===== src/core/iod_pkg.sv =====
// Purpose: shared constants and types of the io space decoder
// Assumes: 8-bit registers, 6-bit io addresses, 8-bit data addresses
// Notes:   register masks give the implemented bits of each address

package iod_pkg;

  // ==========================================================
  // sizes and windows
  localparam int         DATA_W        = 8;
  localparam int         IO_AW         = 6;
  localparam int         STORE_DEPTH   = 32;
  localparam logic [7:0] IO_DATA_BASE  = 8'h20;
  localparam logic [7:0] EXT_DATA_BASE = 8'h60;
  localparam logic [5:0] BIT_OP_LAST   = 6'h1f;
  localparam logic [5:0] STORE_BASE    = 6'h20;
  localparam logic [7:0] RESET_VAL     = 8'h00;

  // ==========================================================
  // io offsets of the low registers
  localparam logic [5:0] OFS_PIN_B  = 6'h03;
  localparam logic [5:0] OFS_DDR_B  = 6'h04;
  localparam logic [5:0] OFS_OUT_B  = 6'h05;
  localparam logic [5:0] OFS_PIN_C  = 6'h06;
  localparam logic [5:0] OFS_DDR_C  = 6'h07;
  localparam logic [5:0] OFS_OUT_C  = 6'h08;
  localparam logic [5:0] OFS_PIN_D  = 6'h09;
  localparam logic [5:0] OFS_DDR_D  = 6'h0a;
  localparam logic [5:0] OFS_OUT_D  = 6'h0b;
  localparam logic [5:0] OFS_TF0    = 6'h15;
  localparam logic [5:0] OFS_TF1    = 6'h16;
  localparam logic [5:0] OFS_TF2    = 6'h17;
  localparam logic [5:0] OFS_PCF    = 6'h1b;
  localparam logic [5:0] OFS_IRQ_MK = 6'h1d;
  localparam logic [5:0] OFS_SCR0   = 6'h1e;
  localparam logic [5:0] OFS_EE_CTL = 6'h1f;

  // ==========================================================
  // region codes of a decoded address
  localparam logic [1:0] REGION_IO   = 2'h0;
  localparam logic [1:0] REGION_EXT  = 2'h1;
  localparam logic [1:0] REGION_CORE = 2'h2;

  typedef enum logic [3:0] {
    IO_READ_OP             = 4'h0,
    IO_WRITE_OP            = 4'h1,
    SET_IO_BIT_OP          = 4'h2,
    CLEAR_IO_BIT_OP        = 4'h3,
    SKIP_IF_IO_BIT_HIGH_OP = 4'h4,
    SKIP_IF_IO_BIT_LOW_OP  = 4'h5,
    DATA_LOAD_OP           = 4'h6,
    DATA_SAVE_OP           = 4'h7
  } iod_op_t;

  typedef struct packed {
    logic       valid;
    iod_op_t    op;
    logic [7:0] addr;
    logic [2:0] bit_sel;
    logic [7:0] wdata;
  } iod_req_t;

  typedef struct packed {
    logic       valid;
    logic [7:0] rdata;
    logic       bit_val;
    logic       skip;
    logic       ignored;
  } iod_rsp_t;

  typedef struct packed {
    logic [7:0] pin_b;
    logic [7:0] pin_c;
    logic [7:0] pin_d;
  } iod_pins_t;

  typedef struct packed {
    logic [7:0] timer0;
    logic [7:0] timer1;
    logic [7:0] timer2;
    logic [7:0] pin_change;
  } iod_flags_t;

  typedef struct packed {
    logic [7:0] ddr_b;
    logic [7:0] out_b;
    logic [7:0] ddr_c;
    logic [7:0] out_c;
    logic [7:0] ddr_d;
    logic [7:0] out_d;
    logic [7:0] tf0;
    logic [7:0] tf1;
    logic [7:0] tf2;
    logic [7:0] pcf;
    logic [7:0] irq_mask;
    logic [7:0] scratch0;
    logic [7:0] ee_ctl;
  } iod_low_t;

  typedef struct packed {
    logic       req;
    logic       we;
    logic [7:0] addr;
    logic [7:0] wdata;
  } iod_ext_t;

  // implemented bits per io address, zero for reserved ones
  function automatic logic [7:0] io_bits(input logic [5:0] a);
    case (a)
      6'h03, 6'h04, 6'h05, 6'h09, 6'h0a, 6'h0b: io_bits = 8'hff;
      6'h06, 6'h07, 6'h08:                      io_bits = 8'h7f;
      6'h15, 6'h17, 6'h1b:                      io_bits = 8'h07;
      6'h16:                                    io_bits = 8'h27;
      6'h1d:                                    io_bits = 8'h03;
      6'h1e:                                    io_bits = 8'hff;
      6'h1f:                                    io_bits = 8'h3f;
      6'h20, 6'h21, 6'h22, 6'h26, 6'h27, 6'h28: io_bits = 8'hff;
      6'h2a, 6'h2b, 6'h2c, 6'h2e, 6'h30:        io_bits = 8'hff;
      6'h23:                                    io_bits = 8'h83;
      6'h24:                                    io_bits = 8'hf3;
      6'h25:                                    io_bits = 8'hcf;
      6'h2d:                                    io_bits = 8'hc1;
      default:                                  io_bits = 8'h00;
    endcase
  endfunction

  // status flag registers cleared by writing one
  function automatic logic is_w1c(input logic [5:0] a);
    is_w1c = (a == OFS_TF0) || (a == OFS_TF1) || (a == OFS_TF2) || (a == OFS_PCF);
  endfunction

endpackage


===== src/core/iod_store.sv =====
// Purpose: byte store for the upper io window
// Assumes: one write and one read per cycle
// Notes:   read data appear one cycle after the address

`timescale 1ns/100ps

module iod_store #(
  parameter int DEPTH = 32,
  parameter int W     = 8
) (
  // clock and reset
  input  wire logic                     clk,
  input  wire logic                     rst,
  // write side
  input  wire logic                     wr_en,
  input  wire logic [$clog2(DEPTH)-1:0] wr_addr,
  input  wire logic [W-1:0]             wr_data,
  // read side
  input  wire logic [$clog2(DEPTH)-1:0] rd_addr,
  output logic      [W-1:0]             rd_data
);
  typedef struct packed {
    logic [DEPTH-1:0][W-1:0] mem;
    logic [W-1:0]            rdata;
  } iod_store_st_t;

  iod_store_st_t st_d;
  iod_store_st_t st_q;

  // read sees the old byte on a same-cycle write
  always_comb
  begin
    st_d = st_q;
    st_d.rdata = st_q.mem[rd_addr];
    if (wr_en)
    begin
      st_d.mem[wr_addr] = wr_data;
    end
  end

  always_ff @(posedge clk or posedge rst)
  begin
    if (rst)
      st_q <= '0;
    else
      st_q <= st_d;
  end

  assign rd_data = st_q.rdata;
endmodule


===== src/core/iod_bitop.sv =====
// Purpose: value written back by a single-bit set or clear
// Assumes: caller applies the result through the normal write path
// Notes:   for one-to-clear registers only the chosen bit is touched

`timescale 1ns/100ps

module iod_bitop (
  // operands
  input  wire logic [7:0] old_val,
  input  wire logic [2:0] bit_sel,
  input  wire logic       set_bit,
  input  wire logic       w1c,
  // result
  output logic      [7:0] wr_val
);
  logic [7:0] one_hot;

  // a flag register must never see its other ones written back
  always_comb
  begin
    one_hot = 8'h01 << bit_sel;
    if (w1c)
      wr_val = set_bit ? one_hot : 8'h00;
    else if (set_bit)
      wr_val = old_val | one_hot;
    else
      wr_val = old_val & ~one_hot;
  end
endmodule


===== src/core/iod_decoder.sv =====
// Purpose: io space decoder and low register bank for the core
// Assumes: one request at a time, answer two cycles after taking
// Notes:   upper io window kept in a byte store, extended range
//          forwarded on the extended bus
//
// Functional notes
// software writes zero to reserved bits
// software never writes reserved io addresses
// bit set and clear only below 0x20
// skip tests report chosen bit, low range
// some flags clear on writing one
// bit operation touches only the chosen bit
// io read and write use 0x00 to 0x3f
// data address equals io address plus 0x20
// extended range reachable by load/store only
// reserved reads zero, reserved writes ignored

`timescale 1ns/100ps

module iod_decoder
  import iod_pkg::*;
(
  // clock and reset
  input  wire logic               REF_CLK,
  input  wire logic               RST,
  // core request and answer
  input  wire iod_pkg::iod_req_t  REQ,
  output logic                    REQ_READY,
  output iod_pkg::iod_rsp_t       RSP,
  // peripheral side
  input  wire iod_pkg::iod_pins_t  PINS,
  input  wire iod_pkg::iod_flags_t FLAG_SET,
  output iod_pkg::iod_low_t        LOW_REGS,
  // extended range bus
  output iod_pkg::iod_ext_t        EXT_BUS,
  input  wire logic [7:0]          EXT_RDATA
);
  import iod_pkg::*;

  // ==========================================================
  // state
  typedef enum logic [1:0] {
    ST_IDLE = 2'h1,
    ST_BUSY = 2'h2
  } iod_fsm_t;

  typedef struct packed {
    logic [1:0] region;
    logic [5:0] io;
  } iod_dec_t;

  typedef struct packed {
    iod_fsm_t  fsm;
    logic      ready;
    iod_req_t  pend;
    iod_dec_t  dec;
    iod_low_t  low;
    iod_rsp_t  rsp;
    iod_ext_t  ext;
  } iod_top_st_t;

  iod_top_st_t st_d;
  iod_top_st_t st_q;

  iod_dec_t   dec_in;
  logic [7:0] low_old;
  logic [7:0] bit_val;
  logic [7:0] wval;
  logic [7:0] rval;
  logic [7:0] store_rd;
  logic       store_we;
  logic       is_wr;
  logic       is_bit;
  logic       is_skip;
  logic       bad;

  // ==========================================================
  // decoding helpers
  function automatic iod_dec_t decode(input iod_req_t r);
    iod_dec_t d;
    d.region = REGION_IO;
    d.io = r.addr[5:0];
    if (r.op == DATA_LOAD_OP || r.op == DATA_SAVE_OP)
    begin
      if (r.addr < IO_DATA_BASE)
        d.region = REGION_CORE;
      else if (r.addr >= EXT_DATA_BASE)
        d.region = REGION_EXT;
      else
        d.io = 6'(r.addr - IO_DATA_BASE);
    end
    return d;
  endfunction

  function automatic logic [7:0] low_read(input iod_low_t l, input iod_pins_t p,
                                          input logic [5:0] a);
    case (a)
      OFS_PIN_B:  low_read = p.pin_b;
      OFS_DDR_B:  low_read = l.ddr_b;
      OFS_OUT_B:  low_read = l.out_b;
      OFS_PIN_C:  low_read = p.pin_c;
      OFS_DDR_C:  low_read = l.ddr_c;
      OFS_OUT_C:  low_read = l.out_c;
      OFS_PIN_D:  low_read = p.pin_d;
      OFS_DDR_D:  low_read = l.ddr_d;
      OFS_OUT_D:  low_read = l.out_d;
      OFS_TF0:    low_read = l.tf0;
      OFS_TF1:    low_read = l.tf1;
      OFS_TF2:    low_read = l.tf2;
      OFS_PCF:    low_read = l.pcf;
      OFS_IRQ_MK: low_read = l.irq_mask;
      OFS_SCR0:   low_read = l.scratch0;
      OFS_EE_CTL: low_read = l.ee_ctl;
      default:    low_read = 8'h00;
    endcase
  endfunction

  // v is already masked to the implemented bits
  function automatic iod_low_t low_write(input iod_low_t l, input logic [5:0] a,
                                         input logic [7:0] v);
    iod_low_t n;
    n = l;
    case (a)
      OFS_DDR_B:  n.ddr_b = v;
      OFS_OUT_B:  n.out_b = v;
      OFS_DDR_C:  n.ddr_c = v;
      OFS_OUT_C:  n.out_c = v;
      OFS_DDR_D:  n.ddr_d = v;
      OFS_OUT_D:  n.out_d = v;
      OFS_TF0:    n.tf0 = l.tf0 & ~v;
      OFS_TF1:    n.tf1 = l.tf1 & ~v;
      OFS_TF2:    n.tf2 = l.tf2 & ~v;
      OFS_PCF:    n.pcf = l.pcf & ~v;
      OFS_IRQ_MK: n.irq_mask = v;
      OFS_SCR0:   n.scratch0 = v;
      OFS_EE_CTL: n.ee_ctl = v;
      default:    n = l; // pins and reserved stay as they are
    endcase
    return n;
  endfunction

  // ==========================================================
  // submodules
  assign dec_in  = decode(REQ);
  assign low_old = low_read(st_q.low, PINS, dec_in.io);

  iod_bitop u_bitop (
    .old_val (low_old),
    .bit_sel (REQ.bit_sel),
    .set_bit (REQ.op == SET_IO_BIT_OP),
    .w1c     (is_w1c(dec_in.io)),
    .wr_val  (bit_val)
  );

  iod_store #(
    .DEPTH (STORE_DEPTH),
    .W     (DATA_W)
  ) u_store (
    .clk     (REF_CLK),
    .rst     (RST),
    .wr_en   (store_we),
    .wr_addr (dec_in.io[4:0]),
    .wr_data (wval),
    .rd_addr (dec_in.io[4:0]),
    .rd_data (store_rd)
  );

  // ==========================================================
  // request classification in the taking cycle
  always_comb
  begin
    is_wr = (REQ.op == IO_WRITE_OP || REQ.op == DATA_SAVE_OP) &&
            dec_in.region == REGION_IO &&
            io_bits(dec_in.io) != 8'h00;
    is_bit = (REQ.op == SET_IO_BIT_OP || REQ.op == CLEAR_IO_BIT_OP) &&
             dec_in.io <= BIT_OP_LAST &&
             io_bits(dec_in.io) != 8'h00;
    wval = (is_bit ? bit_val : REQ.wdata) & io_bits(dec_in.io);
    store_we = st_q.fsm == ST_IDLE && REQ.valid && is_wr &&
               dec_in.io >= STORE_BASE;
  end

  // ==========================================================
  // answer classification in the busy cycle
  always_comb
  begin
    is_skip = st_q.pend.op == SKIP_IF_IO_BIT_HIGH_OP ||
              st_q.pend.op == SKIP_IF_IO_BIT_LOW_OP;
    if (st_q.dec.region == REGION_EXT)
      rval = EXT_RDATA;
    else if (st_q.dec.region == REGION_CORE)
      rval = 8'h00;
    else if (st_q.dec.io >= STORE_BASE)
      rval = store_rd & io_bits(st_q.dec.io);
    else
      rval = low_read(st_q.low, PINS, st_q.dec.io) & io_bits(st_q.dec.io);
    // bit tests and bit writes are dead above the low range
    bad = st_q.dec.region == REGION_CORE;
    if (is_skip || st_q.pend.op == SET_IO_BIT_OP ||
        st_q.pend.op == CLEAR_IO_BIT_OP)
      bad = bad || st_q.dec.io > BIT_OP_LAST;
    if (st_q.dec.region == REGION_IO)
      bad = bad || io_bits(st_q.dec.io) == 8'h00;
  end

  // ==========================================================
  // next state
  always_comb
  begin
    st_d = st_q;
    st_d.rsp = '0;
    st_d.ext = '0;
    case (st_q.fsm)
      ST_IDLE:
      begin
        if (REQ.valid)
        begin
          st_d.pend = REQ;
          st_d.dec = dec_in;
          st_d.fsm = ST_BUSY;
          st_d.ready = 1'b0;
          if ((is_wr || is_bit) && dec_in.io < STORE_BASE)
            st_d.low = low_write(st_q.low, dec_in.io, wval);
          if (dec_in.region == REGION_EXT)
          begin
            st_d.ext.req = 1'b1;
            st_d.ext.we = REQ.op == DATA_SAVE_OP;
            st_d.ext.addr = REQ.addr;
            st_d.ext.wdata = REQ.wdata;
          end
        end
      end
      ST_BUSY:
      begin
        st_d.fsm = ST_IDLE;
        st_d.ready = 1'b1;
        st_d.rsp.valid = 1'b1;
        st_d.rsp.ignored = bad;
        st_d.rsp.bit_val = bad ? 1'b0 : rval[st_q.pend.bit_sel];
        if (st_q.pend.op == IO_READ_OP || st_q.pend.op == DATA_LOAD_OP)
          st_d.rsp.rdata = rval;
        if (is_skip && !bad)
          st_d.rsp.skip = (st_q.pend.op == SKIP_IF_IO_BIT_HIGH_OP) ?
                          rval[st_q.pend.bit_sel] :
                          !rval[st_q.pend.bit_sel];
      end
      default:
      begin
        st_d.fsm = ST_IDLE;
        st_d.ready = 1'b1;
      end
    endcase
    // a flag raised in the clearing cycle survives the clear
    st_d.low.tf0 = st_d.low.tf0 | (FLAG_SET.timer0 & io_bits(OFS_TF0));
    st_d.low.tf1 = st_d.low.tf1 | (FLAG_SET.timer1 & io_bits(OFS_TF1));
    st_d.low.tf2 = st_d.low.tf2 | (FLAG_SET.timer2 & io_bits(OFS_TF2));
    st_d.low.pcf = st_d.low.pcf | (FLAG_SET.pin_change & io_bits(OFS_PCF));
  end

  // registers, ready raised straight out of reset
  always_ff @(posedge REF_CLK or posedge RST)
  begin
    if (RST)
    begin
      st_q <= '0;
      st_q.fsm <= ST_IDLE;
      st_q.ready <= 1'b1;
    end
    else
      st_q <= st_d;
  end

  assign REQ_READY = st_q.ready;
  assign RSP       = st_q.rsp;
  assign LOW_REGS  = st_q.low;
  assign EXT_BUS   = st_q.ext;

  logic take;
  assign take = REQ.valid && st_q.ready;
endmodule


===== config.mk =====
export PLATFORM = sky130hd
export DESIGN_NAME = iod_decoder
export DESIGN_NICKNAME = d
export VERILOG_FILES = /design/src/core/iod_pkg.sv /design/src/core/iod_store.sv /design/src/core/iod_bitop.sv /design/src/core/iod_decoder.sv
export SDC_FILE = /design/constraint.sdc
export NUM_CORES = 1
export LEC_CHECK = 0
export BUFFER_PORTS_ARGS = -buffer_cell sky130_fd_sc_hd__buf_2
export CORE_MARGIN = 1
export CORE_UTILIZATION = 30
export CTS_CLUSTER_SIZE = 25
export DETAILED_ROUTE_END_ITERATION = 10
export PLACE_DENSITY_LB_ADDON = 0.05
export SETUP_SLACK_MARGIN = 0.02
export SYNTH_ARGS = -nofsm -noshare
export SYNTH_HDL_FRONTEND = slang
export SYNTH_SLANG_ARGS = --single-unit

===== constraint.sdc =====
create_clock -name REF_CLK -period 22.7 [get_ports REF_CLK]
set_input_delay 0 -clock REF_CLK [delete_from_list [all_inputs] [get_ports REF_CLK]]
set_output_delay 0 -clock REF_CLK [all_outputs]
set_load 0.005 [all_outputs]

---- Word-level counts from Yosys, hierarchy flattened ----
Memories as Yosys holds them, arrays and structs flattened.
Index checks and enable logic that the tools add are counted.
cells by class
  $add $sub $neg .......................... 1
  $lt $le $gt $ge ......................... 10
  eq/ne operators ......................... 48
  shift-type cells ........................ 1
  mux-type cells .......................... 58
  bitwise operators ....................... 15
  reductions and logical operators ........ 41
operators by type and width
  operator            number
  $mux 8              34
  $bwmux 256          1
  $pmux 8 s16         2
  $mux 139            1
  $mux 104            1
  $eq 6x5->1 const B  14
  $and 8x8->8         8
  $mux 56             1
  $mux 18             3
  $eq 6x3->1 const B  8
  $eq 6x4->1 const B  8
  $bmux 8 s5          1
  $demux 8 s5         1
  $reduce_and 4->1    9
  $or 8x3->8          3
  $eq 4x3->1 const B  5
  $eq 4x2->1 const B  4
  $not 8->8           2
  $reduce_bool 8->1   2
  $logic_or 1x1->1    13
  $eq 6x2->1 const B  2
  $ge 6x6->1 const B  2
  $mux 12             1
  $mux 6              2
  other kinds (26)    46
word-level totals
  register bits ........................... 433
  bits in read-only memories .............. 3072
  input port bits ......................... 90
  memories kept ........................... 6
memories
  name             depth  width  rd ports  clocked after memory_dff  wr ports  RTL line        source
  (no name shown)  64     8      1         0                         0         iod_pkg.sv:108  case (a)
  (no name shown)  64     8      1         0                         0         iod_pkg.sv:108
  (no name shown)  64     8      1         0                         0         iod_pkg.sv:108
  (no name shown)  64     8      1         0                         0         iod_pkg.sv:108
  (no name shown)  64     8      1         0                         0         iod_pkg.sv:108
  (no name shown)  64     8      1         0                         0         iod_pkg.sv:108

---- Depth between registers and ports, before layout ----
  depth after elaboration ................. 18
  mapped depth ............................ 14
  mapped depth without buffers ............ 9

---- Hierarchy ----
A second synthesis with hierarchy kept.
unflattened totals
  cell total of the unflattened synthesis .. 1759
  area, all modules ....................... 21803.4 um^2
modules (own cells, without submodules)
  module       times used  cells each  area each (um^2)  seq. area each (um^2)
  iod_store    1           716         11912.7           6606.3
  iod_decoder  1           1019        9695.5            3779.9
  iod_bitop    1           24          195.2             0.0

---- Worst setup path before layout ----
OpenSTA, ideal clock, no wires.
  path type ............................... reg2reg
  from .................................... register, netlist name st_q[154]
  to ...................................... register st_q (netlist bit RSP[1])
  arrival ................................. 2395 ps
  data required time ...................... 22605 ps
  setup slack ............................. 20210 ps
  cell stages (with the launch flop) ...... 12
  path buffers ............................ 2
  cells stage by stage .................... dfrtp_1 > clkbuf_1 > nor2_1 > buf_2 > nand3_1 > nand4_1 > nor4_1 > a2111oi_0 > nor2_1 > nor4_1 > nor3_1 > nor4b_2
RTL lines
  what                    RTL line            source
  end signal: assignment  iod_decoder.sv:270  st_q <= st_d;
  end: declaration        iod_decoder.sv:63   iod_top_st_t st_q;

==> impl_metrics.py <==
metrics = {
    "status": {
        "status": "completed",
    },
    "place": {
        "dpl.hpwl_um": 51500,
        "numPortBuffers": 205,
        "gp_congestion": 0.9092,
        "postPlaceCellArea_mm2": 0.02097,
        "dpl_worst_slack_ns": 18.12,
        "placed_cells": 2703,
    },
    "power_and_ir_drop": {
        "power_frac_clock_pct": 44.2,
        "switching_share_pct": 27.33,
        "power_frac_seq_pct": 43.5,
        "pwr-share-comb_pct": 12.2,
        "cellPowerDensity_mw_per_mm2": 76.35,
        "p_sw_uw": 479.4,
        "leakagePower_uw": 0.01043,
        "intPower_uw": 1275,
        "peakVddDrop_mv": 0.04503,
    },
    "critical_path": {
        "crit_fanout": 24,
        "worstSetupPathType": "register to register",
        "cp_slowest_cell": "dfrtp_1",
        "crit_path_cell_trace": "nor2b_1 -> nand2_1 -> o211ai_1 -> nor4_1 -> a2111oi_0 -> nor2_1 -> nor4_1 -> nor3_1 -> nor4b_2",
        "endpoint_kind": "register",
        "cp-start-kind": "register",
        "cpMostUsedCell": "nor4_1",
        "max_stage_delay_ns": 0.92,
        "arrival_ns": 5.07,
        "critPathRequiredTime_ns": 23.19,
    },
    "logic_synthesis": {
        "yosysMostFrequentCell": "dfrtp_1",
        "syn_nets": 2100,
        "ys_seq_elements": 415,
        "synth-edff-count": 0,
        "async_reset_ff_share_pct": 100.0,
        "yosys_most_used_dff": "dfrtp_1",
        "yosysTopAreaCellShare_pct": 49.92,
        "synth_area_leaders": "dfrtp_1 50%, mux4_2 8.5%, buf_4 5.1%",
        "syn-mean-instance-area_um2": 10.32,
        "netlist_instances": 2010,
        "yosysTopAreaCell": "dfrtp_1",
        "yosysSeqAreaShare_pct": 50.05,
        "netlist_top_cells_count": "414 x dfrtp_1, 249 x nand2_1, 213 x clkbuf_1",
        "synth.cell_area_mm2": 0.02075,
        "ys_types": 89,
        "yosys_warnings": 0,
    },
    "sta": {
        "fin_ws_ns": 18.12,
        "finalCritPeriodShare_pct": 20.16,
        "finalCriticalPeriod_ns": 4.576,
        "worstMarginPinSlew_ns": 1.247,
        "rsz0062_at_grt": "false",
        "max_clock_freq_mhz": 218.5,
        "setup_viol": 0,
        "skew_ns": 0.01865,
        "maxSlewViolCount": 0,
        "finalHoldViolations": 0,
        "fin_tns_setup_ns": 0,
        "max_slew_margin_pct": 16.85,
    },
    "layout": {
        "nNetsFinal": 2005,
        "final_util_pct": 33.56,
        "syn2layout_area_growth_pct": 10.73,
        "drive_above_1_share_pct": 23.54,
        "antenna_cells": 0,
        "fin_area_mm2": 0.02298,
        "fin_cells": 2828,
    },
    "clock_tree": {
        "cts_hold_buf": 44,
        "cts-root-buf": "clkbuf_16",
        "path_clk_slew_ns": 0.06,
        "cts-buffers-inserted": 48,
        "post_cts_buffers": 0,
        "clk_latency_ns": 0.60,
        "cts_tree": "done",
        "htree_levels": 2,
        "cts_buffer_depth": 3,
        "cts.repair.resized": 0,
        "cts.sinks": 415,
    },
    "global_route": {
        "grt_pass1_vias": 14870,
        "grt_overflow": 0,
        "antenna_found_initial": 0,
        "grt_pass1_wl_um": 108500,
        "grt_max_degree": 154,
        "grtUsageTotal_pct": 21.04,
    },
    "drt": {
        "wirelength_um": 73820,
        "drt-initial-drc-count": 1464,
        "drc_errors": 0,
        "ant_nets": 0,
        "detail_route.wl_per_cell_um": 26.10,
        "first_pass_iters": 6,
        "post_drt_via_cell_ratio": 5.246,
        "vias": 14840,
    },
    "worst_hold_path": {
        "worst_hold_path_type": "input port to asynchronous set/reset pin",
    },
    "floorplan": {
        "pin_count": 225,
        "die_y_um": 265.0,
        "dieArea_mm2": 0.07023,
        "start_util_pct": 30.31,
        "rows": 96,
        "die_w_um": 265.0,
        "core_mm2": 0.06847,
    },
    "run": {
        "max-cap-violations": 0,
    },
}
[worst paths after layout]
| check | start | to | slack (ns) | cells past startpoint |
|---|---|---|---|---|
| min in group REF_CLK | REQ[14] | st_q[156] | 0.12 | 4 |
| hold / removal | RST | u_store.st_q[62] | 0.12 | 3 |
| max in group asynchronous | RST | u_store.st_q[151] | 20.19 | 5 |
| setup reg to reg | st_q[157] | RSP[1] | 18.12 | 9 |
| hold reg to reg | u_store.st_q[261] | u_store.st_q[261] | 0.37 | 0 |
| setup / recovery | st_q[157] | RSP[1] | 18.12 | 9 |
[stage by stage]
| step | power, uW | hold WS, ns |
|---|---|---|
| final | 1754 | 0.1165 |
| after global routing | 1827 | 0.1329 |
| after CTS | 1783 | 0.07468 |
| after detailed placement | 985.8 | 0.1938 |
| after global placement | 986.3 | 0.1852 |
| after floorplan | 906.8 | 0.09229 |
[final cells by class]
class	instances	area [um^2]
fillers	6962	45490
flip-flops and latches	415	10390
multi-input cells	1138	8071
repair buffers	280	1717
clock buffers	72	1413
well taps	882	1104
clock inverters	9	160.2
inverters	32	127.6
[kinds of logic after synthesis]
family                    after synthesis  synth area share [%]
DFF                                   415                 50.05
and+or+nand+nor                       619                 15.18
xor gates and xnor gates                3                0.1266
muxes                                 135                 11.44
AOI/OAI and AO/OA                     381                 11.89
buffers and inverters                 457                 11.31
[cell usage in the layout (no fill, tap or decap), types with 5 or more instances in the layout]
| master | n |
|---|---|
| nor2b_1 | 28 |
| a22o_1 | 6 |
| nor4_1 | 7 |
| o211ai_1 | 11 |
| nand2_1 | 249 |
| o31ai_1 | 5 |
| buf_4 | 32 |
| dlygate4sd3_1 | 44 |
| and2_1 | 32 |
| clkbuf_8 | 10 |
| a32oi_1 | 14 |
| nand2b_1 | 24 |
| a21oi_1 | 36 |
| a21o_1 | 10 |
| o21ai_1 | 82 |
| and3_1 | 29 |
| dfrtp_1 | 414 |
| a22oi_1 | 50 |
| a211oi_1 | 17 |
| clkbuf_1 | 13 |
| mux4_2 | 78 |
| inv_1 | 29 |
| mux2_2 | 31 |
| nand4_1 | 26 |
| clkbuf_16 | 49 |
| a221oi_1 | 8 |
| nor3_1 | 15 |
| mux2i_1 | 24 |
| nor3_2 | 7 |
| nor2_1 | 53 |
| nand3_1 | 103 |
| o21ai_0 | 84 |
| buf_2 | 203 |
| a31oi_1 | 11 |
[worst max-delay path: cells and delay by family, from the launching register on]
| family | cells | cell delay [ns] |
|---|---|---|
| AO/OA/AOI/OAI | 2 | 1.06 |
| flip-flops | 1 | 0.92 |
| AND/OR/NAND/NOR | 7 | 2.46 |
[state kept, by name, indices dropped and copies added (netlist names)]
| register | count |
|---|---|
| st_q | 17 |
| EXT_BUS | 18 |
| LOW_REGS | 104 |
| RSP | 12 |
| u_store.st_q | 256 |
| u_store.rd_data | 8 |
[routing by layer]
metal | routed length, um | track usage (%) | vias up | part of all wire [%]
met5 | 0 | 0 | - | 0
met4 | 2297 | 6.749 | 0 | 3.1
met3 | 3809 | 2.833 | 114 | 5.2
met2 | 34650 | 33.66 | 505 | 47
met1 | 33060 | 29.46 | 7524 | 45
li1 | - | - | 6692 | -
[power by group through the flow]
stage	registers (uW)	clock network [uW]	logic [uW]
2_1_floorplan	768	0	139
3_3_place_gp	776	0	210
3_5_place_dp	776	0	209
4_1_cts	763	804	216
5_1_grt	764	831	232
6_report	764	776	215
Note: power is estimated with default switching activity, not from simulation.
